<file path="config.mk">
export PLATFORM = sky130hd
export DESIGN_NAME = chgirq_top
export DESIGN_NICKNAME = d
export VERILOG_FILES = /design/src/hdl/chgirq_pkg.sv /design/src/hdl/chgirq_change_det.sv /design/src/hdl/chgirq_top.sv
export SDC_FILE = /design/constraint.sdc
export NUM_CORES = 1
export LEC_CHECK = 0
export BUFFER_PORTS_ARGS = -buffer_cell sky130_fd_sc_hd__buf_4
export CORE_ASPECT_RATIO = 1.1
export CORE_MARGIN = 2
export CORE_UTILIZATION = 45
export DETAILED_ROUTE_END_ITERATION = 10
export GPL_TIMING_DRIVEN = 0
export PLACE_DENSITY = 0.73
export SKIP_CTS_REPAIR_TIMING = 1
export SYNTH_ARGS = -nofsm -noshare
export SYNTH_HDL_FRONTEND = slang
export SYNTH_SLANG_ARGS = --single-unit
export TNS_END_PERCENT = 30
</file>
<file path="constraint.sdc">
create_clock -name clk_sys -period 2.8 [get_ports clk_sys]
set_clock_uncertainty 0.1 [all_clocks]
set_input_delay 0.28 -clock clk_sys [delete_from_list [all_inputs] [get_ports clk_sys]]
set_output_delay 0.28 -clock clk_sys [all_outputs]
set_load 0.01 [all_outputs]
</file>
<file path="src/hdl/chgirq_pkg.sv">
// chgirq_pkg: constants, types and helpers shared by the charger interrupt/status block.
// assumes a single 20 MHz system clock and byte-wide register reads from the serial interface.
package chgirq_pkg;

	// register offsets on the serial register interface
	localparam logic [7:0] CHGIRQ_ADDR_FLAGS  = 8'h01;
	localparam logic [7:0] CHGIRQ_ADDR_STATUS = 8'h02;

	// charger_interrupt_flags bit positions
	localparam int CHGIRQ_FLG_SYS_CFG   = 6;
	localparam int CHGIRQ_FLG_SYS_MIN   = 5;
	localparam int CHGIRQ_FLG_INPUT_LP  = 4;
	localparam int CHGIRQ_FLG_DIE_TEMP  = 3;
	localparam int CHGIRQ_FLG_IN_STATE  = 2;
	localparam int CHGIRQ_FLG_CHG_STATE = 1;
	localparam int CHGIRQ_FLG_ZONE      = 0;
	localparam int CHGIRQ_FLG_W         = 7;

	// charger_loop_status bit positions
	localparam int CHGIRQ_ST_VIN_LOOP = 6;
	localparam int CHGIRQ_ST_IIN_LOOP = 5;
	localparam int CHGIRQ_ST_SYS_LOOP = 4;
	localparam int CHGIRQ_ST_TJ_LOOP  = 3;

	// reset values
	localparam logic [6:0] CHGIRQ_FLAGS_RST  = 7'h00;
	localparam logic [7:0] CHGIRQ_STATUS_RST = 8'h00;
	localparam logic [7:0] CHGIRQ_RDATA_RST  = 8'h00;

	// voltage margin that the system target keeps above the charge target
	localparam int CHGIRQ_MARGIN_MV = 200;

	// battery temperature zone codes
	typedef enum logic [2:0] {
		CHGIRQ_ZONE_OFF    = 3'h0,
		CHGIRQ_ZONE_COLD   = 3'h1,
		CHGIRQ_ZONE_COOL   = 3'h2,
		CHGIRQ_ZONE_WARM   = 3'h3,
		CHGIRQ_ZONE_HOT    = 3'h4,
		CHGIRQ_ZONE_NORMAL = 3'h5
	} chgirq_zone_t;

	// input supply state codes
	typedef enum logic [1:0] {
		CHGIRQ_IN_LOW      = 2'h0,
		CHGIRQ_IN_OVERVOLT = 2'h1,
		CHGIRQ_IN_DEBOUNCE = 2'h2,
		CHGIRQ_IN_VALID    = 2'h3
	} chgirq_in_state_t;

	// linear code to millivolt conversion, used for both charge and system targets
	function automatic int chgirq_code_mv(input int code, input int base_mv, input int step_mv);
		return base_mv + code * step_mv;
	endfunction

	// requested charge code, capped at the largest code that keeps the margin below a given system target
	function automatic logic [5:0] chgirq_clamp_cv(input logic [5:0] req, input int sys_mv,
		input int base_mv, input int step_mv);
		int lim;
		int top;
		lim = sys_mv - CHGIRQ_MARGIN_MV;
		if (chgirq_code_mv(int'(req), base_mv, step_mv) <= lim)
			return req;
		if (lim < base_mv)
			return 6'h00;
		top = (lim - base_mv) / step_mv;
		return top[5:0];
	endfunction

endpackage

</file>
<file path="src/hdl/chgirq_change_det.sv">
// chgirq_change_det: flags any change of a multi-bit status value.
// assumes the value is already registered in the system clock domain.
`timescale 1ns/1ps

module chgirq_change_det
	import chgirq_pkg::*;
#(
	parameter int W = 1
)
(
	// clock and reset
	input  wire logic         clk_sys,
	input  wire logic         rst,
	// watched value and change pulse
	input  wire logic [W-1:0] value,
	output logic              changed_r
);

	logic [W-1:0] prev_r;

	// previous copy resets to the same value the status resets to, so reset itself is no event
	always_ff @(posedge clk_sys or posedge rst)
	begin
		if (rst)
			prev_r <= '0;
		else
			prev_r <= value;
	end

	// one-cycle pulse for a change in either direction
	always_ff @(posedge clk_sys or posedge rst)
	begin
		if (rst)
			changed_r <= 1'b0;
		else
			changed_r <= (value != prev_r);
	end

endmodule // chgirq_change_det

</file>
<file path="src/hdl/chgirq_top.sv">
// chgirq_top: charger interrupt flags, loop/temperature status and charge-voltage clamp.
// assumes the serial register interface delivers one-cycle read strobes on clk_sys, and
// that analog status inputs are already synchronous to clk_sys.
`timescale 1ns/1ps

module chgirq_top
	import chgirq_pkg::*;
#(
	parameter int CV_BASE_MV  = 3600,
	parameter int CV_STEP_MV  = 25,
	parameter int SYS_BASE_MV = 4100,
	parameter int SYS_STEP_MV = 25
)
(
	// clock and reset
	input  wire logic       clk_sys,
	input  wire logic       rst,
	// charger input ok; low clears the status domain
	input  wire logic       charger_input_ok,
	// register read port
	input  wire logic       rd_en,
	input  wire logic [7:0] rd_addr,
	output logic [7:0]      rd_data_r,
	output logic            rd_valid_r,
	// live regulation-loop and charger state
	input  wire logic       input_voltage_loop_active,
	input  wire logic       input_current_loop_active,
	input  wire logic       system_voltage_loop_active,
	input  wire logic       die_temp_loop_active,
	input  wire logic [2:0] battery_temp_zone,
	input  wire logic [1:0] input_supply_state,
	input  wire logic [3:0] charger_state_code,
	// charge-voltage configuration
	input  wire logic [5:0] cv_code_req,
	input  wire logic [5:0] temp_cv_code_req,
	input  wire logic [4:0] sys_reg_code,
	output logic [5:0]      charge_voltage_setting_r,
	output logic [5:0]      temp_modified_charge_voltage_setting_r,
	output logic            zone_valid_r
);

	// status-domain registers
	logic                   vin_loop_r;
	logic                   iin_loop_r;
	logic                   sys_loop_r;
	logic                   tj_loop_r;
	logic [2:0]             zone_r;
	logic [1:0]             in_state_r;
	logic [3:0]             chg_state_r;
	// change pulses
	logic                   sys_loop_chg;
	logic                   in_loop_chg;
	logic                   tj_loop_chg;
	logic                   in_state_chg;
	logic                   chg_state_chg;
	logic                   zone_chg;
	// clamp
	logic [5:0]             cv_eff;
	logic [5:0]             tcv_eff;
	logic                   forced_now;
	logic                   forced_r;
	logic                   cfg_err_evt;
	int                     sys_mv;
	// flags
	logic [CHGIRQ_FLG_W-1:0] flags_r;
	logic [CHGIRQ_FLG_W-1:0] flags_nxt;
	logic [CHGIRQ_FLG_W-1:0] flag_set;
	logic                    flag_rd;
	logic [7:0]              status_word;

	// status follows the analog loops; losing the charger input returns it to reset values
	always_ff @(posedge clk_sys or posedge rst)
	begin
		if (rst)
		begin
			vin_loop_r  <= 1'b0;
			iin_loop_r  <= 1'b0;
			sys_loop_r  <= 1'b0;
			tj_loop_r   <= 1'b0;
			zone_r      <= CHGIRQ_ZONE_OFF;
			in_state_r  <= CHGIRQ_IN_LOW;
			chg_state_r <= 4'h0;
		end
		else if (!charger_input_ok)
		begin
			vin_loop_r  <= 1'b0;
			iin_loop_r  <= 1'b0;
			sys_loop_r  <= 1'b0;
			tj_loop_r   <= 1'b0;
			zone_r      <= CHGIRQ_ZONE_OFF;
			in_state_r  <= CHGIRQ_IN_LOW;
			chg_state_r <= 4'h0;
		end
		else
		begin
			vin_loop_r  <= input_voltage_loop_active;
			iin_loop_r  <= input_current_loop_active;
			sys_loop_r  <= system_voltage_loop_active;
			tj_loop_r   <= die_temp_loop_active;
			zone_r      <= battery_temp_zone;
			in_state_r  <= input_supply_state;
			chg_state_r <= charger_state_code;
		end
	end

	// zone is only meaningful to the host while the supply is valid
	always_ff @(posedge clk_sys or posedge rst)
	begin
		if (rst)
			zone_valid_r <= 1'b0;
		else
			zone_valid_r <= (in_state_r == CHGIRQ_IN_VALID);
	end

	// change detectors, one per status flag source; the configuration flag has none
	chgirq_change_det #(.W(1)) u_sys_loop (
		.clk_sys   (clk_sys),
		.rst       (rst),
		.value     (sys_loop_r),
		.changed_r (sys_loop_chg)
	);
	chgirq_change_det #(.W(2)) u_in_loop (
		.clk_sys   (clk_sys),
		.rst       (rst),
		.value     ({vin_loop_r, iin_loop_r}),
		.changed_r (in_loop_chg)
	);
	chgirq_change_det #(.W(1)) u_tj_loop (
		.clk_sys   (clk_sys),
		.rst       (rst),
		.value     (tj_loop_r),
		.changed_r (tj_loop_chg)
	);
	chgirq_change_det #(.W(2)) u_in_state (
		.clk_sys   (clk_sys),
		.rst       (rst),
		.value     (in_state_r),
		.changed_r (in_state_chg)
	);
	chgirq_change_det #(.W(4)) u_chg_state (
		.clk_sys   (clk_sys),
		.rst       (rst),
		.value     (chg_state_r),
		.changed_r (chg_state_chg)
	);
	chgirq_change_det #(.W(3)) u_zone (
		.clk_sys   (clk_sys),
		.rst       (rst),
		.value     (zone_r),
		.changed_r (zone_chg)
	);

	// clamp both charge targets against the system target minus the margin
	always_comb
	begin
		sys_mv     = chgirq_code_mv(int'(sys_reg_code), SYS_BASE_MV, SYS_STEP_MV);
		cv_eff     = chgirq_clamp_cv(cv_code_req, sys_mv, CV_BASE_MV, CV_STEP_MV);
		tcv_eff    = chgirq_clamp_cv(temp_cv_code_req, sys_mv, CV_BASE_MV, CV_STEP_MV);
		forced_now = (cv_eff != cv_code_req) || (tcv_eff != temp_cv_code_req);
	end

	// effective settings are registered so the charger never sees a glitching code
	always_ff @(posedge clk_sys or posedge rst)
	begin
		if (rst)
		begin
			charge_voltage_setting_r               <= 6'h00;
			temp_modified_charge_voltage_setting_r <= 6'h00;
			forced_r                               <= 1'b0;
		end
		else
		begin
			charge_voltage_setting_r               <= cv_eff;
			temp_modified_charge_voltage_setting_r <= tcv_eff;
			forced_r                               <= forced_now;
		end
	end

	// a clamp that newly takes hold is the configuration error event
	assign cfg_err_evt = forced_now && !forced_r;

	// gather the flag set terms
	always_comb
	begin
		flag_set                       = '0;
		flag_set[CHGIRQ_FLG_SYS_CFG]   = cfg_err_evt;
		flag_set[CHGIRQ_FLG_SYS_MIN]   = sys_loop_chg;
		flag_set[CHGIRQ_FLG_INPUT_LP]  = in_loop_chg;
		flag_set[CHGIRQ_FLG_DIE_TEMP]  = tj_loop_chg;
		flag_set[CHGIRQ_FLG_IN_STATE]  = in_state_chg;
		flag_set[CHGIRQ_FLG_CHG_STATE] = chg_state_chg;
		flag_set[CHGIRQ_FLG_ZONE]      = zone_chg;
	end

	// a read clears every flag, but a set in the same cycle wins so no event is lost
	assign flag_rd   = rd_en && (rd_addr == CHGIRQ_ADDR_FLAGS);
	assign flags_nxt = (flag_rd ? CHGIRQ_FLAGS_RST : flags_r) | flag_set;

	// flags belong to the system reset domain only, not the charger input domain
	always_ff @(posedge clk_sys or posedge rst)
	begin
		if (rst)
			flags_r <= CHGIRQ_FLAGS_RST;
		else
			flags_r <= flags_nxt;
	end

	// assembled status byte; top bit is reserved
	assign status_word = {1'b0, vin_loop_r, iin_loop_r, sys_loop_r, tj_loop_r, zone_r};

	// read data is the value before the clearing read takes effect
	always_ff @(posedge clk_sys or posedge rst)
	begin
		if (rst)
		begin
			rd_data_r  <= CHGIRQ_RDATA_RST;
			rd_valid_r <= 1'b0;
		end
		else
		begin
			rd_valid_r <= rd_en;
			if (!rd_en)
				rd_data_r <= rd_data_r;
			else if (rd_addr == CHGIRQ_ADDR_FLAGS)
				rd_data_r <= {1'b0, flags_r};
			else if (rd_addr == CHGIRQ_ADDR_STATUS)
				rd_data_r <= status_word;
			else
				rd_data_r <= CHGIRQ_RDATA_RST;
		end
	end

	// helper: cycle-delayed charge millivolts for the margin check
	int cv_mv_chk;
	int tcv_mv_chk;
	assign cv_mv_chk  = chgirq_code_mv(int'(charge_voltage_setting_r), CV_BASE_MV, CV_STEP_MV);
	assign tcv_mv_chk = chgirq_code_mv(int'(temp_modified_charge_voltage_setting_r),
		CV_BASE_MV, CV_STEP_MV);

	// a clearing read with no new event empties the register
	property p_read_clears;
		@(posedge clk_sys) disable iff (rst)
		(flag_rd && flag_set == '0) |=> (flags_r == '0);
	endproperty
	a_read_clears: assert property (p_read_clears)
		else $error("flags not cleared by read");

	// without a read a set flag stays set
	property p_flag_holds;
		@(posedge clk_sys) disable iff (rst)
		!flag_rd |=> ((flags_r & $past(flags_r)) == $past(flags_r));
	endproperty
	a_flag_holds: assert property (p_flag_holds)
		else $error("flag lost without a read");

	// registered settings keep the margin whenever they are not already at the floor
	property p_margin;
		@(posedge clk_sys) disable iff (rst)
		(charge_voltage_setting_r == 6'h00 || cv_mv_chk + CHGIRQ_MARGIN_MV <= $past(sys_mv))
		&& (temp_modified_charge_voltage_setting_r == 6'h00
		|| tcv_mv_chk + CHGIRQ_MARGIN_MV <= $past(sys_mv));
	endproperty
	a_margin: assert property (p_margin)
		else $error("charge voltage violates margin");

	// newly forced clamp raises the configuration flag next edge
	property p_cfg_err;
		@(posedge clk_sys) disable iff (rst)
		(forced_now && !forced_r) |=> flags_r[CHGIRQ_FLG_SYS_CFG];
	endproperty
	a_cfg_err: assert property (p_cfg_err)
		else $error("config error flag not set");

	// system loop status change shows two edges later
	property p_sys_loop;
		@(posedge clk_sys) disable iff (rst)
		$changed(sys_loop_r) |-> ##2 flags_r[CHGIRQ_FLG_SYS_MIN];
	endproperty
	a_sys_loop: assert property (p_sys_loop)
		else $error("system loop flag missed");

	// input loops change shows two edges later
	property p_in_loop;
		@(posedge clk_sys) disable iff (rst)
		($changed(vin_loop_r) || $changed(iin_loop_r)) |-> ##2 flags_r[CHGIRQ_FLG_INPUT_LP];
	endproperty
	a_in_loop: assert property (p_in_loop)
		else $error("input loop flag missed");

	// die temperature loop change
	property p_tj_loop;
		@(posedge clk_sys) disable iff (rst)
		$changed(tj_loop_r) |-> ##2 flags_r[CHGIRQ_FLG_DIE_TEMP];
	endproperty
	a_tj_loop: assert property (p_tj_loop)
		else $error("die temperature flag missed");

	// supply state, charger state and zone changes, each on its own flag
	property p_in_state;
		@(posedge clk_sys) disable iff (rst)
		$changed(in_state_r) |-> ##2 flags_r[CHGIRQ_FLG_IN_STATE];
	endproperty
	a_in_state: assert property (p_in_state)
		else $error("input state flag missed");

	property p_chg_state;
		@(posedge clk_sys) disable iff (rst)
		$changed(chg_state_r) |-> ##2 flags_r[CHGIRQ_FLG_CHG_STATE];
	endproperty
	a_chg_state: assert property (p_chg_state)
		else $error("charger state flag missed");

	property p_zone;
		@(posedge clk_sys) disable iff (rst)
		$changed(zone_r) |-> ##2 flags_r[CHGIRQ_FLG_ZONE];
	endproperty
	a_zone: assert property (p_zone)
		else $error("zone flag missed");

	// reserved top bit never reads one
	property p_top_zero;
		@(posedge clk_sys) disable iff (rst)
		rd_valid_r |-> !rd_data_r[7];
	endproperty
	a_top_zero: assert property (p_top_zero)
		else $error("reserved bit read as one");

	// status read returns the engaged loop bits of the cycle before
	property p_status_read;
		@(posedge clk_sys) disable iff (rst)
		(rd_en && rd_addr == CHGIRQ_ADDR_STATUS) |=>
			(rd_data_r[6:3] == $past(status_word[6:3]));
	endproperty
	a_status_read: assert property (p_status_read)
		else $error("status read mismatch");

	// an event during the clearing read survives it
	property p_set_wins;
		@(posedge clk_sys) disable iff (rst)
		(flag_rd && flag_set != '0) |=> ((flags_r & $past(flag_set)) == $past(flag_set));
	endproperty
	a_set_wins: assert property (p_set_wins)
		else $error("event lost during clearing read");

	// losing the charger input returns status to zero
	property p_input_loss;
		@(posedge clk_sys) disable iff (rst)
		!charger_input_ok |=> (status_word == CHGIRQ_STATUS_RST);
	endproperty
	a_input_loss: assert property (p_input_loss)
		else $error("status not cleared on input loss");

endmodule // chgirq_top

</file>
==> results of run 1 <==
[per-stage QoR]
stage | hold slack [ps] | TNS [ps] | area (sq um) | worst slack, ps | instances
6_report | 41.39 | -62450 | 10110 | -5374 | 1188
5_1_grt | 32.34 | -66150 | 10110 | -5630 | 1188
4_1_cts | -72.68 | -71380 | 8477 | -6136 | 1099
3_5_place_dp | 269.9 | -75480 | 8152 | -6416 | 1083
3_3_place_gp | 280.3 | -75730 | 8124 | -6428 | 1082
2_1_floorplan | 211.4 | -55760 | 7408 | -4819 | 820
[synth_stat cells, drive strengths merged, types with 6 or more instances]
library cell	instances	share of area
nor2b	7	0.0062
nand2	62	0.033
a22oi	15	0.016
nor3	29	0.022
nor2	49	0.026
a211oi	11	0.012
inv	67	0.035
buf	7	0.0069
xnor2	42	0.054
o21bai	6	0.0063
mux2i	10	0.014
a21o	14	0.015
nand4	10	0.0088
o21a	10	0.011
o22ai	8	0.0079
o31ai	11	0.013
dfrtp	61	0.21
mux2	9	0.015
nand3	16	0.011
nand2b	13	0.011
o211ai	12	0.013
clkbuf	7	0.0037
o21ai	49	0.036
xor2	11	0.015
and2	21	0.019
a31oi	10	0.0088
nor4	8	0.0079
ha	109	0.19
a21oi	39	0.028
[critical path: cells and delay by family]
family,cells,cell delay [ps]
and+or+nand+nor,4,460
AOI/OAI and AO/OA,16,4080
muxes,2,500
adders and majority gates,5,1700
buffers and inverters,9,1230
[routing by layer]
metal / up-vias / track usage
li1: 3373 / -
met1: 3459 / 0.2829
met2: 297 / 0.3730
met3: 75 / 0.03188
met4: 0 / 0.06367
met5: - / 0
[state kept, by name, indices dropped and copies added (netlist names), 2 cells and up]
name                                    count
charge_voltage_setting_r                    6
chg_state_r                                 4
flags_r                                     7
in_state_r                                  2
rd_data_r                                   7
temp_modified_charge_voltage_setting_r      6
u_chg_state.prev_r                          4
u_in_loop.prev_r                            2
u_in_state.prev_r                           2
u_zone.prev_r                               3
zone_r                                      3
[worst max-delay path by stage]
stage	slack, ps	cells after the start	end
floorplan	-4820	31	forced_r$_DFF_PP0_
global placement	-6430	31	forced_r$_DFF_PP0_
detailed placement	-6420	32	forced_r$_DFF_PP0_
CTS	-6140	31	forced_r$_DFF_PP0_
global route	-5630	33	flags_r[6]$_DFF_PP0_
finish	-5370	36	flags_r[6]$_DFF_PP0_
[kinds of logic after synthesis]
kind of cell,count (synthesis),synth area share
mux,19,0.02884
fa+ha+maj,115,0.2071
compound gates,247,0.2608
other cells,1,0.0005270
flops,61,0.2145
buf+inv,82,0.04642
xor+xnor,53,0.06840
simple gates,242,0.1734
[final cells by class]
type / instances / area [sq um]
Clock inverter: 6 / 86.33
Fill cell: 1160 / 5444
Buffer: 13 / 86.33
Tap cell: 200 / 250.2
Sequential cell: 61 / 1526
Multi-Input combinational cell: 677 / 6427
Inverter: 68 / 269.0
Timing Repair Buffer: 153 / 1226
Clock buffer: 10 / 239.0
==> results.ini, run 1 <==
[status]
run_status=complete, but fails checks
failed_checks=setup timing

[grt]
maximum_number_of_pins_on_one_net_before_global_route_repair=37
grt_remaining_overflow=0
global_route.usage.total=0.2177
first_pass_grt_wire_length_mm=29.64
via_count_of_the_first_global_routing_pass=6215
grt_antenna_before_repair=0

[cells_and_area]
syn_to_final_growth_pct=42.10
ratio_of_cells_with_drive_above_1_in_the_final_layout=0.3492
final_core_util=0.6500
mostFrequentLayoutCell=sky130_fd_sc_hd__buf_4
fin_nets=1139
num_antenna_cells=0
final_cell_mix=sky130_fd_sc_hd__buf_4, sky130_fd_sc_hd__ha_1, sky130_fd_sc_hd__dfrtp_1

[clock_tree]
h-tree-depth=3
clock_pin_slew_worst_setup_and_hold_paths_ps=50
cts-buffers-inserted=9
clock-root-buffer=sky130_fd_sc_hd__clkbuf_16
cts_tree=done
clock_sink_count=61
worst_skew_pair_latency_ps=320
bufs_on_longest_clock_path=2

[placement]
detailed_place_hpwl_mm=13.97
globalplace.congestion=0.9114
port_buffers=62

[synthesis]
post_synth_instance_area_sq_um=7116
ys_seq_elements=61
yosys.cell_types.count=99
synthesis.yosys.warnings=0
synth_seq_area_share=0.2145
synth_fp_nets=976
synth-async-reset-ratio=1.000
post_synth_inst_count=820
avgSynthCellArea_sq_um=8.678
synth_ff_type=sky130_fd_sc_hd__dfrtp_1
post_synth_edffs=0

[floorplan]
start_util=0.4574
fp.dieW_microns=123.9
rows=48
io_pins=64
placeableCoreArea_sq_um=15550
floorplan.die.height_microns=135.9
die_area_sq_um=16840

[sta]
fmaxAchievable_ghz=0.1223
setup_violations=14
worst_slack_ps=-5374
min_period_over_period=2.919
timing.final.max_slew_violations=0
report.final.hold_viol_count=0
layout_min_cycle_time_ps=8174
grt_setup_unrepaired=true
timing_worst_slew_pin_value_ps=1199
relSlewSlack=0.1988

[setup_path]
crit_path_start_kind=input port
critPathRequiredTime_ps=2900
critical_path.startpoint=sys_reg_code[1]
crit-reg2reg-launch=flags_r[6]$_DFF_PP0_
cpMaxStageDelayCell=sky130_fd_sc_hd__fa_2
r2r_slack_ps=1700
worst_path_largest_cell_delay_ps=730
crit_top_cell=sky130_fd_sc_hd__ha_4
worstReg2RegEnd=flags_r[6]$_DFF_PP0_
end_kind=flop
critical_path_arrival_ps=8270
worstPathMaxFanout=10
critical_setup_path_class=input port to flop
ff2ff_path_depth=3

[route]
detailedRoute.firstIterationViolations=571
detail_route.first_pass.iterations=5
route.detailed.wl_per_inst_microns=18.13
wl_met2_mm=10.58
finalWirelength_mm=21.54
met3_wirelength_mm=1.112
detailroute.via_count=7204
highest_layer=met4
detail_route.vias_per_cell=6.064
route.antenna.remaining_nets=0
routedLengthMet1_mm=9.120
drc=0

[worst_hold_path]
min-delay-start=rd_en
min_path_cells=1
min_delay_worst_endpoint=rd_valid_r$_DFF_PP0_
timing.hold.worst.class=input port to flop

[job]
cap_violations=0

Power of run 1 is not shown: default switching activity piles up to over one toggle a cycle in this logic, so the estimate is an artifact.
==> run 2: changes to the inputs <==
--- a/config.mk
+++ b/config.mk
@@ -5,13 +5,14 @@
 export SDC_FILE = /design/constraint.sdc
 export NUM_CORES = 1
 export LEC_CHECK = 0
+export ABC_AREA = 1
 export BUFFER_PORTS_ARGS = -buffer_cell sky130_fd_sc_hd__buf_4
 export CORE_ASPECT_RATIO = 1.1
 export CORE_MARGIN = 2
-export CORE_UTILIZATION = 45
+export CORE_UTILIZATION = 58
 export DETAILED_ROUTE_END_ITERATION = 10
 export GPL_TIMING_DRIVEN = 0
-export PLACE_DENSITY = 0.73
+export PLACE_DENSITY = 0.88
 export SKIP_CTS_REPAIR_TIMING = 1
 export SYNTH_ARGS = -nofsm -noshare
 export SYNTH_HDL_FRONTEND = slang
==> run 2 against run 1 <==
  * The run still ends with setup timing left
  * Global-route usage up 3.9 points
  * Non-clock buffer count fell by 69
  * Hold slack better by 1.2 ps
  * Critical path type unchanged
  * Critical endpoint unchanged
  * Largest cell class unchanged
  * Highest routed layer unchanged
==> results.ini, run 2 <==
[status]
run_status=complete, but fails checks
failed_checks=setup timing

[worst_hold_path]
min_delay_worst_endpoint=in_state_r[0]$_DFF_PP0_
min-delay-start=input_supply_state[0]
timing.hold.worst.class=input port to flop
min_path_cells=3

[route]
detail_route.vias_per_cell=5.663
route.antenna.remaining_nets=0
detailroute.via_count=6348
finalWirelength_mm=17.84
drc=0
detail_route.first_pass.iterations=5
detailedRoute.firstIterationViolations=477
route.detailed.wl_per_inst_microns=15.91

[sta]
timing.final.max_slew_violations=0
relSlewSlack=0.5586
report.final.hold_viol_count=0
fmaxAchievable_ghz=0.1412
worst_slack_ps=-4284
timing_worst_slew_pin_value_ps=657.0
min_period_over_period=2.530
layout_min_cycle_time_ps=7084
grt_setup_unrepaired=true
finalSetupTns_ps=-46940
setup_violations=14

[cells_and_area]
multi_input_area_sq_um=4785
fillCellCount=742
stdcell_area_sq_um=8084
top_regs=flags_r x7, rd_data_r x7
syn_to_final_growth_pct=24.54
ratio_of_cells_with_drive_above_1_in_the_final_layout=0.2598
final_cell_mix=sky130_fd_sc_hd__nand2_1, sky130_fd_sc_hd__inv_1, sky130_fd_sc_hd__ha_1
mostFrequentLayoutCell=sky130_fd_sc_hd__nand2_1
fin_nets=1125
num_antenna_cells=0
seq_area_sq_um=1526

[setup_path]
ff2ff_path_depth=2
cpMaxStageDelayCell=sky130_fd_sc_hd__fa_2
worst_path_largest_cell_delay_ps=670
end_kind=flop
r2r_slack_ps=1820
crit_path_start_kind=input port
critPathRequiredTime_ps=2920
critical_setup_path_class=input port to flop
crit-reg2reg-launch=chg_state_r[0]$_DFF_PP0_
critical_path_arrival_ps=7200
worstPathMaxFanout=10
worstReg2RegEnd=u_chg_state.changed_r$_DFF_PP0_

[placement]
placement.cell_area_sq_um=7259
port_buffers=62
detailed_place_hpwl_mm=11.38
globalplace.congestion=0.9237

[synthesis]
synth_ff_type=sky130_fd_sc_hd__dfrtp_1
synth_seq_area_share=0.2352
post_synth_edffs=0
synth_top_cell_area_share=0.2352
synthesis.yosys.warnings=0
avgSynthCellArea_sq_um=7.478
synth_fp_nets=1024
cell_accounting_for_the_most_synthesized_area=sky130_fd_sc_hd__dfrtp_1
synthTopCellsByCount=sky130_fd_sc_hd__nand2_1, sky130_fd_sc_hd__inv_1, sky130_fd_sc_hd__ha_1, sky130_fd_sc_hd__dfrtp_1, sky130_fd_sc_hd__nand3_1
yosys.cell_types.count=46
post_synth_inst_count=868
synth-async-reset-ratio=1.000
yosys-top-cells-area=sky130_fd_sc_hd__dfrtp_1, sky130_fd_sc_hd__ha_1, sky130_fd_sc_hd__nand2_1, sky130_fd_sc_hd__inv_1, sky130_fd_sc_hd__nand3_1
post_synth_instance_area_sq_um=6491
ys_seq_elements=61
yosys.cell_count.top_type=sky130_fd_sc_hd__nand2_1

[clock_tree]
clock-root-buffer=sky130_fd_sc_hd__clkbuf_16
cts-buffers-inserted=9
clock_sink_count=61
worst_skew_pair_latency_ps=330
cts_tree=done
clock_pin_slew_worst_setup_and_hold_paths_ps=50
bufs_on_longest_clock_path=2
h-tree-depth=3

[floorplan]
fp.dieW_microns=104.9
die_area_sq_um=12050
placeableCoreArea_sq_um=10910
start_util=0.5950
floorplan.die.height_microns=115.0
rows=40
io_pins=64

[grt]
first_pass_grt_wire_length_mm=25.33
grt_remaining_overflow=0
maximum_number_of_pins_on_one_net_before_global_route_repair=46
global_route.usage.total=0.2568
grt_antenna_before_repair=0
via_count_of_the_first_global_routing_pass=5755

[job]
cap_violations=0

[run 2: per-stage QoR]
| stage | setup WS, ps | hold slack [ps] | utilization | instances |
|---|---|---|---|---|
| floorplan | -3442 | 211.4 | - | 868 |
| global placement | -4339 | 282.6 | 0.6635 | 1077 |
| detailed placement | -4485 | 174.3 | 0.6654 | 1078 |
| CTS | -4421 | -162.2 | 0.6906 | 1094 |
| global route | -4697 | 41.68 | 0.7409 | 1121 |
| finish | -4284 | 42.61 | 0.7409 | 1121 |
[run 2: area by class of cell]
type,count,area share
Multi-Input combinational cell,657,0.5919
Timing Repair Buffer,90,0.08869
Sequential cell,61,0.1888
Clock inverter,7,0.006191
Inverter,143,0.06764
Buffer,7,0.006191
Tap cell,147,0.02275
Clock buffer,9,0.02786
[run 2: worst max path at each step]
| stage | startpoint | end | slack, ps | depth (start not counted) |
|---|---|---|---|---|
| 3_5_place_dp | sys_reg_code[0] | flags_r[6]$_DFF_PP0_ | -4490 | 49 |
| 5_1_grt | sys_reg_code[0] | flags_r[6]$_DFF_PP0_ | -4700 | 54 |
| 2_1_floorplan | sys_reg_code[1] | flags_r[6]$_DFF_PP0_ | -3440 | 52 |
| 6_report | sys_reg_code[0] | flags_r[6]$_DFF_PP0_ | -4280 | 55 |
| 4_1_cts | sys_reg_code[0] | flags_r[6]$_DFF_PP0_ | -4420 | 49 |
| 3_3_place_gp | sys_reg_code[0] | flags_r[6]$_DFF_PP0_ | -4340 | 51 |
[run 2: worst max-delay path: cells and delay by family]
| family | cells | cell delay, ps |
|---|---|---|
| AOI/OAI and AO/OA | 1 | 70 |
| adders and majority gates | 5 | 1660 |
| buffers and inverters | 8 | 1050 |
| and+or+nand+nor | 41 | 4140 |
[run 2: metal layers]
| metal | part of all wire | routed length [microns] | global-route usage |
|---|---|---|---|
| met4 | 0.055 | 976 | 0.09067 |
| met5 | 0 | 0 | 0 |
| met1 | 0.39 | 6880 | 0.2983 |
| met3 | 0.051 | 901 | 0.03401 |
| met2 | 0.51 | 9079 | 0.4857 |
[run 2: cells by family (layout without fill, tap and decap cells)]
| logic type | count (synthesis) | in the layout | synth area share |
|---|---|---|---|
| DFF | 61 | 61 | 0.2352 |
| and+or+nand+nor | 415 | 415 | 0.3167 |
| xor gates and xnor gates | 34 | 34 | 0.04703 |
| other | 1 | 1 | 0.0005777 |
| AOI/OAI and AO/OA | 93 | 93 | 0.08423 |
| buffers and inverters | 150 | 256 | 0.09079 |
| adders and majority gates | 114 | 114 | 0.2255 |
Power of run 2 is left out for the same reason.
